<file path="config.mk">
export PLATFORM = sky130hd
export DESIGN_NAME = video_palette_regs
export DESIGN_NICKNAME = d
export VERILOG_FILES = /design/src/logic/video_palette_pkg.sv /design/src/logic/colour_lookup_if.sv /design/src/logic/colour_lookup_table.sv /design/src/logic/video_palette_regs.sv
export VERILOG_INCLUDE_DIRS = /design/src /design/src/logic
export SDC_FILE = /design/constraint.sdc
export NUM_CORES = 1
export LEC_CHECK = 0
export BUFFER_PORTS_ARGS = -buffer_cell sky130_fd_sc_hd__buf_4
export CAP_MARGIN = 15
export CORE_MARGIN = 5
export CORE_UTILIZATION = 63
export DETAILED_ROUTE_END_ITERATION = 16
export PLACE_DENSITY_LB_ADDON = 0.2
export SLEW_MARGIN = 40
export SYNTH_ARGS = -nofsm -noshare
export SYNTH_HDL_FRONTEND = slang
export SYNTH_SLANG_ARGS = --single-unit
</file>
<file path="constraint.sdc">
create_clock -name clock_i -period 4.9 [get_ports clock_i]
set_input_delay 0.245 -clock clock_i [delete_from_list [all_inputs] [get_ports clock_i]]
set_output_delay 0.245 -clock clock_i [all_outputs]
set_load 0.02 [all_outputs]
</file>
<file path="src/logic/video_palette_cfg.svh">
// Constants for the video palette and mode register bank.
// Assumes a single 100 MHz clock and a byte-wide host port.
`ifndef VIDEO_PALETTE_CFG_SVH
`define VIDEO_PALETTE_CFG_SVH

`define VP_IDX_MODE_ONE 5'h00
`define VP_IDX_MASK 5'h01
`define VP_IDX_BORDER 5'h02
`define VP_IDX_MODE_TWO 5'h03
`define VP_IDX_RESET 5'h04
`define VP_IDX_PALETTE_BASE 5'h10

`define VP_M1_HIGH_BW 0
`define VP_M1_GRAPHICS 1
`define VP_M1_MONO 2
`define VP_M1_VIDEO_EN 3
`define VP_M1_COLOUR16 4

`define VP_M2_BLINK_EN 1
`define VP_M2_TWO_COLOUR 3

`define VP_RST_ASYNC 0
`define VP_RST_SYNC 1

`define VP_MODE_ONE_RESET 5'h00
`define VP_MASK_RESET 4'hF
`define VP_BORDER_RESET 4'h0
`define VP_MODE_TWO_RESET 4'h0
`define VP_ARRAY_RESET_RESET 2'h0

`define VP_ST_DISPLAY 0
`define VP_ST_PEN_TRIG 1
`define VP_ST_PEN_SW_B 2
`define VP_ST_VRETRACE 3
`define VP_ST_DOT 4

`endif

</file>
<file path="src/logic/video_palette_pkg.sv">
// Types shared by the video palette register bank.
// Assumes the cfg header for all numeric constants.
`default_nettype none
package video_palette_pkg;
	typedef logic [3:0] colour_t;
	typedef logic [4:0] reg_index_t;
	typedef enum logic {
		TOGGLE_INDEX,
		TOGGLE_DATA
	} toggle_e;
endpackage
`default_nettype wire

</file>
<file path="src/logic/colour_lookup_if.sv">
// Carrier between the register bank and the colour lookup table.
// Assumes both ends share clock_i.
`default_nettype none
interface colour_lookup_if;
	logic wr_en;
	logic [3:0] wr_addr;
	video_palette_pkg::colour_t wr_data;
	logic [3:0] rd_addr;
	video_palette_pkg::colour_t rd_data;
	modport bank (output wr_en, output wr_addr, output wr_data, output rd_addr,
		input rd_data);
	modport table_side (input wr_en, input wr_addr, input wr_data, input rd_addr,
		output rd_data);
endinterface
`default_nettype wire

</file>
<file path="src/logic/colour_lookup_table.sv">
// Sixteen 4-bit colour entries, write only from the host side.
// Assumes write and read address come from the same clock domain.
`default_nettype none
module colour_lookup_table (
	input wire logic clock_i,
	input wire logic rst_b,
	colour_lookup_if.table_side lut
);
	video_palette_pkg::colour_t entry [16];

	always_ff @(posedge clock_i or negedge rst_b) begin
		if (!rst_b) begin
			for (int i = 0; i < 16; i++) begin
				entry[i] <= 4'h0;
			end
		end else if (lut.wr_en) begin
			entry[lut.wr_addr] <= lut.wr_data;
		end
	end

	assign lut.rd_data = entry[lut.rd_addr];
endmodule
`default_nettype wire

</file>
<file path="src/logic/video_palette_regs.sv">
// Register bank and colour mapping of the video array on one host port.
// Assumes host strobes and video inputs are synchronous to clock_i.
// Summary of operation
// - Each port write without a port read flips toggle; index write selects, next write stores data.
// - Port read forces toggle to index state and returns status.
// - Indices 10h-1Fh select sixteen write-only 4-bit colour entries.
// - Mode one bit 0 selects high-bandwidth operation.
// - Mode one bit 1 selects graphics, clear selects text.
// - Mode one bit 2 removes chroma from composite, not direct colours.
// - Mode one bit 3 clear, with index below 10h, forces whole screen to border colour.
// - Zero mask bits force matching colour index bits to zero, except bit 3 in graphics with blink.
// - Border value bits map to blue, green, red, intensity.
// - Text with blink: bit 7 blink, 6-4 background, 3-0 foreground.
// - Text without blink: 7-4 background, 3-0 foreground.
// - Graphics with blink: index bit 3 is the blink clock.
// - Reset bit 0 stops memory cycles and tri-states the colour outputs.
// - Reset bit 1 halts memory cycles and stops outputs, no tri-state.
// - Masked colour code n selects entry at index 10h plus n.
// - Index 10h or above blanks video and shows addressed entry.
// - Status carries display, pen trigger, pen switch, retrace, dot.
`include "video_palette_cfg.svh"
`default_nettype none
module video_palette_regs (
	input wire logic clock_i,
	input wire logic rst_b_i,
	input wire logic port_wr_i,
	input wire logic port_rd_i,
	input wire logic [7:0] port_wdata_i,
	output logic [7:0] port_rdata_o,
	input wire logic [3:0] pixel_code_i,
	input wire logic [7:0] attr_byte_i,
	input wire logic fg_pixel_i,
	input wire logic display_active_i,
	input wire logic vretrace_i,
	input wire logic blink_clock_i,
	input wire logic pen_trigger_i,
	input wire logic pen_switch_b_i,
	output logic [3:0] colour_o,
	output logic [3:0] colour_oe_o,
	output logic composite_mono_o,
	output logic high_bandwidth_select_o,
	output logic low_bandwidth_select_o,
	output logic graphics_mode_o,
	output logic colour16_mode_o,
	output logic two_colour_mode_o,
	output logic mem_cycle_en_o
);
	logic rst_meta;
	logic rst_b;
	video_palette_pkg::toggle_e toggle;
	video_palette_pkg::reg_index_t index;
	logic [4:0] mode_control_one;
	logic [3:0] palette_address_mask;
	logic [3:0] border_colour;
	logic [3:0] mode_control_two;
	logic [1:0] array_reset_control;
	logic [4:0] status;
	logic pen_meta;
	logic pen_sync;
	logic pen_sync_d;
	logic sw_meta;
	logic sw_sync;
	logic sw_sync_d;
	logic pen_latch;

	colour_lookup_if lut ();

	colour_lookup_table u_table (
		.clock_i(clock_i),
		.rst_b(rst_b),
		.lut(lut)
	);

	// Reset release through two flops
	always_ff @(posedge clock_i or negedge rst_b_i) begin
		if (!rst_b_i) begin
			rst_meta <= 1'b0;
			rst_b <= 1'b0;
		end else begin
			rst_meta <= 1'b1;
			rst_b <= rst_meta;
		end
	end

	wire data_write = port_wr_i && (toggle == video_palette_pkg::TOGGLE_DATA);
	wire index_write = port_wr_i && (toggle == video_palette_pkg::TOGGLE_INDEX);
	wire palette_sel = index[4];
	wire async_rst = array_reset_control[`VP_RST_ASYNC];
	wire sync_rst = array_reset_control[`VP_RST_SYNC];
	wire graphics = mode_control_one[`VP_M1_GRAPHICS];
	wire blink_en = mode_control_two[`VP_M2_BLINK_EN];

	always_ff @(posedge clock_i or negedge rst_b) begin
		if (!rst_b) begin
			toggle <= video_palette_pkg::TOGGLE_INDEX;
		end else if (port_rd_i) begin
			toggle <= video_palette_pkg::TOGGLE_INDEX;
		end else if (port_wr_i) begin
			toggle <= (toggle == video_palette_pkg::TOGGLE_INDEX) ?
				video_palette_pkg::TOGGLE_DATA : video_palette_pkg::TOGGLE_INDEX;
		end
	end

	always_ff @(posedge clock_i or negedge rst_b) begin
		if (!rst_b) begin
			index <= 5'h00;
		end else if (index_write && !port_rd_i) begin
			index <= port_wdata_i[4:0];
		end
	end

	always_ff @(posedge clock_i or negedge rst_b) begin
		if (!rst_b) begin
			mode_control_one <= `VP_MODE_ONE_RESET;
			palette_address_mask <= `VP_MASK_RESET;
			border_colour <= `VP_BORDER_RESET;
			mode_control_two <= `VP_MODE_TWO_RESET;
			array_reset_control <= `VP_ARRAY_RESET_RESET;
		end else if (data_write && !port_rd_i) begin
			case (index)
				`VP_IDX_MODE_ONE: mode_control_one <= port_wdata_i[4:0];
				`VP_IDX_MASK: palette_address_mask <= port_wdata_i[3:0];
				`VP_IDX_BORDER: border_colour <= port_wdata_i[3:0];
				`VP_IDX_MODE_TWO: mode_control_two <= port_wdata_i[3:0];
				`VP_IDX_RESET: array_reset_control <= port_wdata_i[1:0];
				default: begin
				end
			endcase
		end
	end

	assign lut.wr_en = data_write && !port_rd_i && palette_sel;
	assign lut.wr_addr = index[3:0];
	assign lut.wr_data = port_wdata_i[3:0];

	// Pen inputs come from pins: three flops, a trigger rise counts when the last two differ (newer high, older low)
	always_ff @(posedge clock_i or negedge rst_b) begin
		if (!rst_b) begin
			pen_meta <= 1'b0;
			pen_sync <= 1'b0;
			pen_sync_d <= 1'b0;
			sw_meta <= 1'b1;
			sw_sync <= 1'b1;
			sw_sync_d <= 1'b1;
		end else begin
			pen_meta <= pen_trigger_i;
			pen_sync <= pen_meta;
			pen_sync_d <= pen_sync;
			sw_meta <= pen_switch_b_i;
			sw_sync <= sw_meta;
			sw_sync_d <= sw_sync;
		end
	end

	// Rising edge latches until system reset
	wire pen_rise = pen_sync && pen_sync_d == 1'b0;
	always_ff @(posedge clock_i or negedge rst_b) begin
		if (!rst_b) begin
			pen_latch <= 1'b0;
		end else if (pen_rise) begin
			pen_latch <= 1'b1;
		end
	end

	wire [3:0] masked_code = pixel_code_i & palette_address_mask;

	wire [3:0] text_bg = blink_en ? {1'b0, attr_byte_i[6:4]} : attr_byte_i[7:4];
	wire text_blank = blink_en && attr_byte_i[7] && blink_clock_i;
	wire [3:0] text_code = (fg_pixel_i && !text_blank) ? attr_byte_i[3:0] : text_bg;

	wire [3:0] gfx_code = blink_en ? {blink_clock_i, masked_code[2:0]} : masked_code;
	wire [3:0] text_masked = text_code & palette_address_mask;

	assign lut.rd_addr = palette_sel ? index[3:0] : (graphics ? gfx_code : text_masked);

	// border bits are B G R I
	wire [3:0] pixel_colour = (palette_sel || (mode_control_one[`VP_M1_VIDEO_EN]
		&& display_active_i)) ? lut.rd_data : border_colour;

	assign status[`VP_ST_DISPLAY] = display_active_i;
	assign status[`VP_ST_PEN_TRIG] = pen_latch;
	assign status[`VP_ST_PEN_SW_B] = sw_sync_d;
	assign status[`VP_ST_VRETRACE] = vretrace_i;
	assign status[`VP_ST_DOT] = colour_o[index[1:0]];

	always_ff @(posedge clock_i or negedge rst_b) begin
		if (!rst_b) begin
			port_rdata_o <= 8'h00;
		end else if (port_rd_i) begin
			port_rdata_o <= {3'h0, status};
		end
	end

	always_ff @(posedge clock_i or negedge rst_b) begin
		if (!rst_b) begin
			colour_o <= 4'h0;
			colour_oe_o <= 4'h0;
			mem_cycle_en_o <= 1'b0;
		end else begin
			colour_oe_o <= async_rst ? 4'h0 : 4'hF;
			mem_cycle_en_o <= !(async_rst || sync_rst);
			if (!async_rst && !sync_rst) begin
				colour_o <= pixel_colour;
			end
		end
	end

	always_ff @(posedge clock_i or negedge rst_b) begin
		if (!rst_b) begin
			high_bandwidth_select_o <= 1'b0;
			low_bandwidth_select_o <= 1'b1;
			graphics_mode_o <= 1'b0;
			composite_mono_o <= 1'b0;
			colour16_mode_o <= 1'b0;
			two_colour_mode_o <= 1'b0;
		end else begin
			high_bandwidth_select_o <= mode_control_one[`VP_M1_HIGH_BW];
			low_bandwidth_select_o <= !mode_control_one[`VP_M1_HIGH_BW];
			graphics_mode_o <= graphics;
			composite_mono_o <= mode_control_one[`VP_M1_MONO];
			colour16_mode_o <= mode_control_one[`VP_M1_COLOUR16];
			two_colour_mode_o <= mode_control_two[`VP_M2_TWO_COLOUR];
		end
	end
endmodule
`default_nettype wire

</file>
# After elaboration in Yosys (flattened, before gate mapping)

Index checks and enable logic that the tools add are counted.

Equal/unequal tests: 4
Reductions and logical operators: 27
Divide/modulo/power cells: 0
Shifts and indexed selects: 0
Bitwise gates (word level): 6
Multiplexer cells: 18
$lt $le $gt $ge: 4
Add/sub/neg operators: 0
$mul: 0

Operators by type and width:

| cell               | number |
|---|---|
| $bwmux 64          | 1 |
| $mux 4             | 10 |
| $bmux 4 s4         | 1 |
| $demux 4 s4        | 1 |
| $logic_and 1x1->1  | 12 |
| $eq 5x2->1 const B | 2 |
| $ge 5x5->1 const B | 2 |
| $not 4->5          | 2 |
| $reduce_and 2->1   | 5 |
| $and 4x4->4        | 2 |
| $logic_not 1->1    | 6 |
| $eq 5x1->1 const B | 1 |
| $eq 5x3->1 const B | 1 |
| $logic_not 5->1    | 1 |
| $lt 5x1->1 const B | 1 |
| $mux 1             | 4 |
| $lt 2x3->1 const B | 1 |
| $bmux 1 s2         | 1 |
| $logic_or 1x1->1   | 2 |
| $not 1->1          | 2 |
| $reduce_bool 2->1  | 1 |

Latch bits: 0
Memory bits (read-only): 0
Bits of input ports: 30
Register bits after elaboration: 118
Logic and storage cells: 101
Output and inout bits: 23
Bits in writable memories: 0
Memories: 0

# Logic depth before layout (Yosys ltp)

Depth in word-level cells: 13
Gate-level depth with buffers: 12

# Hierarchy

From an unflattened synthesis, not the netlist that was laid out.

Cells, all modules: 354
Area total of the unflattened synthesis: 5158.7 um^2

Modules (own cells, without submodules):

| module              | seq. area each (um^2) | instances | cells each | area each (um^2) |
|---|---|---|---|---|
| colour_lookup_table | 1601.5                | 1         | 196        | 3019.1 |
| video_palette_regs  | 1236.2                | 1         | 158        | 2139.6 |

# Least setup slack after synthesis

Ideal clock, no wire load.

Path type: flip-flop to flip-flop
From: reg index[4]
To: reg colour_o[3]
Library setup time: 0.126 ns
Cell stages (with the launch flop): 10
Arrival: 2.012 ns
Setup slack: 2.762 ns
Cells stage by stage: dfrtp_1 clkbuf_1 a311o_1 o21ai_1 buf_4 mux2_2 nor2_1 a21oi_1 a221oi_1 o21ai_1

Word-level cells in the longest chain between the ends: 6

Ends and longest elaborated chain:

| what                                       | RTL line                  | RTL |
|---|---|---|
| start: declaration                         | video_palette_regs.sv:51  | `video_palette_pkg::reg_index_t index;` |
| start signal: assignment                   | video_palette_regs.sv:108 | `index <= port_wdata_i[4:0];` |
| $mux 4                                     | video_palette_regs.sv:174 | `assign lut.rd_addr = palette_sel ? index[3:0] : (graphics ? gfx_code : text_masked);` |
| $not 4->5 (not written as such)            | colour_lookup_table.sv:21 | `assign lut.rd_data = entry[lut.rd_addr];` |
| $bmux 4 s4                                 | colour_lookup_table.sv:21 |  |
| $mux 4 (not written as such) (2 in series) | colour_lookup_table.sv:21 |  |
| $mux 4 (*)                                 | video_palette_regs.sv:177 | `` wire [3:0] pixel_colour = (palette_sel \|\| (mode_control_one[`VP_M1_VIDEO_EN] `` |
| end signal: assignment                     | video_palette_regs.sv:203 | `colour_o <= pixel_colour;` |
| end: declaration                           | video_palette_regs.sv:38  | `output logic [3:0] colour_o,` |

Mark *: on every way between the ends. The rest lies on a longest branch, timed or not. The select of a mux whose other input is x is not followed.
A chain may end at the register's enable or synchronous reset.

# Worst setup path after layout

From: reg index[0]
To: reg colour_o[0]

Word-level cells in the longest chain between the ends: 6

Ends and longest elaborated chain:

| what                                       | RTL line |
|---|---|
| $mux 4                                     | video_palette_regs.sv:174 |
| $not 4->5 (not written as such)            | colour_lookup_table.sv:21 |
| $bmux 4 s4                                 | colour_lookup_table.sv:21 |
| $mux 4 (not written as such) (2 in series) | colour_lookup_table.sv:21 |
| $mux 4                                     | video_palette_regs.sv:177 |

No other way between the ends. The select of a mux whose other input is x is not followed.

==> key figures <==
Placed design
  – Cells after DPL: 533
  – Port bufs: 46
  – Final GP Congestion: about 0.77
  – Post-DP Area: around 0.0055 mm2
  – Worst slack, placed: ~1.8 ns
  – Hpwl dp: approximately 7000 um

Routing
  – Vias post-DR: ~3.4k
  – 1st-pass router iterations: 4
  – Uppermost layer routed: met4
  – Drc violations: 0
  – Antenna-violating nets left: 0
  – Routed Wire Length: 11000 um
  – Iteration-0 DRC Markers: approximately 150
  – Met1 Wirelength: ~4600 um
  – Via-to-Cell Ratio: 5.97
  – Wire per inst: ~19 um
  – Routed wl met2: between 5000 and 6000 um
  – Routed met3 length: about 650 um

Floorplanning
  – I/O pins: 53
  – Num rows: 33
  – Die width: between 100 and 150 um
  – Initial Util: 0.639
  – Die height: ~100 um
  – Die area: around 0.010 mm2
  – Core area: roughly 0.0081 mm2

STA
  – Pins Over Slew Limit: 0
  – Fmax: around 330 MHz
  – Tmin final: 2.99 ns
  – Clock Skews: approximately 0.014 ns
  – Worst Max-Slew Pin Slew: roughly 0.71 ns
  – Final Hold Viols: 0
  – Period utilization: 0.611
  – RSZ-0062 raised after global routing: false
  – Endpoints failing setup: 0
  – Min Hold Slack: between 0.015 and 0.02 ns
  – Worst relative slew slack: 0.524
  – Setup WS post-layout: roughly 1.9 ns
  – Total negative slack: 0 ns

Setup path
  – Worst Reg-to-Reg Cells: 9
  – CP cell instances: and2_1 -> a2111oi_2 -> a311o_2 -> buf_16 -> mux2_2 -> nor2_1 -> a21oi_1 -> a22oi_1 -> a221oi_2
  – CP max stage cell: dfrtp_1
  – Crit. End Element: flip-flop
  – Startpoint types: flip-flop
  – WS Path Type: reg -> reg
  – Critical Path Max Stage Delay: between 0.5 and 0.6 ns
  – Worst-path maximum fanout: 19
  – WP data arrival: 3.35 ns
  – Required time worst endpoint: about 5.3 ns

Logic synthesis
  – Post-Syn Instances: 405
  – Synth Cell Area: 0.00520 mm2
  – Number of flops mapped to enable cells by yosys: 0
  – Register area share after synthesis: 0.546
  – Top_reg_cell synth: dfrtp_1
  – Largest area contributor in the netlist: dfrtp_1
  – Async SR Flop Fraction: 1.00
  – Mapped Avg Cell Area: 12.8 um2
  – Distinct cell type count after synthesis: slightly below 50
  – Flops & latches, synth: about 110
  – Synth warn: 0
  – Area share of the largest cell type after synthesis: 0.506
  – Dominant cells by area after synthesis: dfrtp_1 51%, mux2_2 22%, mux2i_1 4.4%

GRT
  – Largest net degree at the start of global routing: 62
  – GRT Util Overall: 0.239
  – Vias in the first global route: approximately 3.7k
  – Overflow after GRT: 0
  – Antenna violations before repair: 0
  – First-pass GRT wire length: between 15000 and 20000 um

CTS
  – CTS tree: done
  – CTS buffer count: 17
  – Cts hold-fix bufs: 7
  – Clock root buffer: clkbuf_8
  – H-Tree Depth: 4
  – CTS max path bufs: 2
  – CTS clk-pin slew, worst paths: 0.06 ns
  – Post-CTS repair timing setup buffer count: 0
  – Clk sinks: about 110
  – Worst-Skew Late Latency: just over 0.5 ns
  – PostCTS Resize Cnt: 0

Layout
  – Nets@finish: between 400 and 500
  – Most common cell after layout, fill and taps aside: dfrtp_1
  – Share of cells above drive strength 1: 0.429
  – Non-Filler Instances: about 570
  – Number of diodes: 0
  – Post-route cell area: 0.00627 mm2
  – Layout area overhead: 20.6%
  – Leading cell types in the layout, fill and taps excluded: 104 x dfrtp_1, 102 x mux2_2, 48 x buf_4
  – Post-route core utilization: 0.770

Status
  – Status: finished, final reports clean

Pwr
  – Leakage power: ~3.1 nW
  – Worst vdd ir: about 250 uV
  – PwrDens: 469 mW/mm2
  – Overall power: slightly below 3 mW

Flow run
  – Max-cap violations: 0

Hold path
  – Min-Delay Path Class: in -> reg
  – Hold depth: 3
[worst max-delay path, delay by kind of cell (launching register included)]
family | cells | cell delay, ns
AO/OA/AOI/OAI | 5 | 1.32
flip-flops | 1 | 0.57
AND/OR/NAND/NOR | 2 | 0.38
multiplexers | 1 | 0.34
buffers and inverters | 1 | 0.22
[final timing paths]
path	startpoint	endpoint	slack (ns)
worst max-delay path	index[0]	colour_o[0]	1.91
worst min-delay path	port_wr_i	toggle	0.02
worst max register to register	index[0]	colour_o[0]	1.91
worst min register to register	pen_meta	pen_sync	0.35
max in group asynchronous	rst_b	palette_address_mask[2]	3.54
min in group asynchronous	rst_b_i	rst_b	0.05
[synthesized netlist by cell type, types with 2 or more instances]
| cell type | n |
|---|---|
| inv_1 | 7 |
| nand2b_1 | 5 |
| a211oi_1 | 3 |
| nand3b_1 | 2 |
| a31oi_1 | 3 |
| buf_6 | 2 |
| mux2_2 | 102 |
| a21oi_1 | 11 |
| mux2_1 | 2 |
| nand2_1 | 27 |
| nor3_1 | 3 |
| nand3_1 | 4 |
| clkbuf_1 | 13 |
| o21ai_0 | 8 |
| mux2i_1 | 23 |
| nor2b_1 | 9 |
| buf_2 | 2 |
| o21ai_1 | 3 |
| dfstp_2 | 8 |
| conb_1 | 2 |
| dfrtp_1 | 105 |
| buf_12 | 2 |
| buf_4 | 8 |
| nor4_1 | 2 |
| nor2_1 | 25 |
[sequential cells by signal (all words and copies together) (netlist names), 2 cells and up]
signal	cells
mode_control_two	2
border_colour	4
u_table.entry	64
mode_control_one	5
palette_address_mask	4
array_reset_control	2
port_rdata_o	5
index	5
colour_o	4
[kinds of logic after synthesis]
logic type | synth area share
mux | 0.274
flops | 0.546
simple gates | 0.0708
compound gates | 0.0653
buf+inv | 0.0407
other cells | 0.00145
xor+xnor | 0.00169
[layer usage]
metal  up-vias  global-route usage
li1       1540                   -
met1      1751               0.305
met2       116               0.375
met3        16              0.0740
met4         0               0.109
met5         -                   0
[layout make-up]
cell class | count | area, um2
inverters | 7 | 26.3
multi-input cells | 259 | 2170
repair buffers | 57 | 469
clock buffers | 18 | 418
flip-flops and latches | 113 | 2840
well taps | 105 | 131
fillers | 505 | 1870
clock inverters | 14 | 214
[where the power goes]
part	switching, mW	internal [mW]	leakage, nW
registers	0.0988	1.06	1.48
logic	0.247	0.231	1.30
clock network	0.431	0.875	0.301
(Power assumes the default switching activity.)
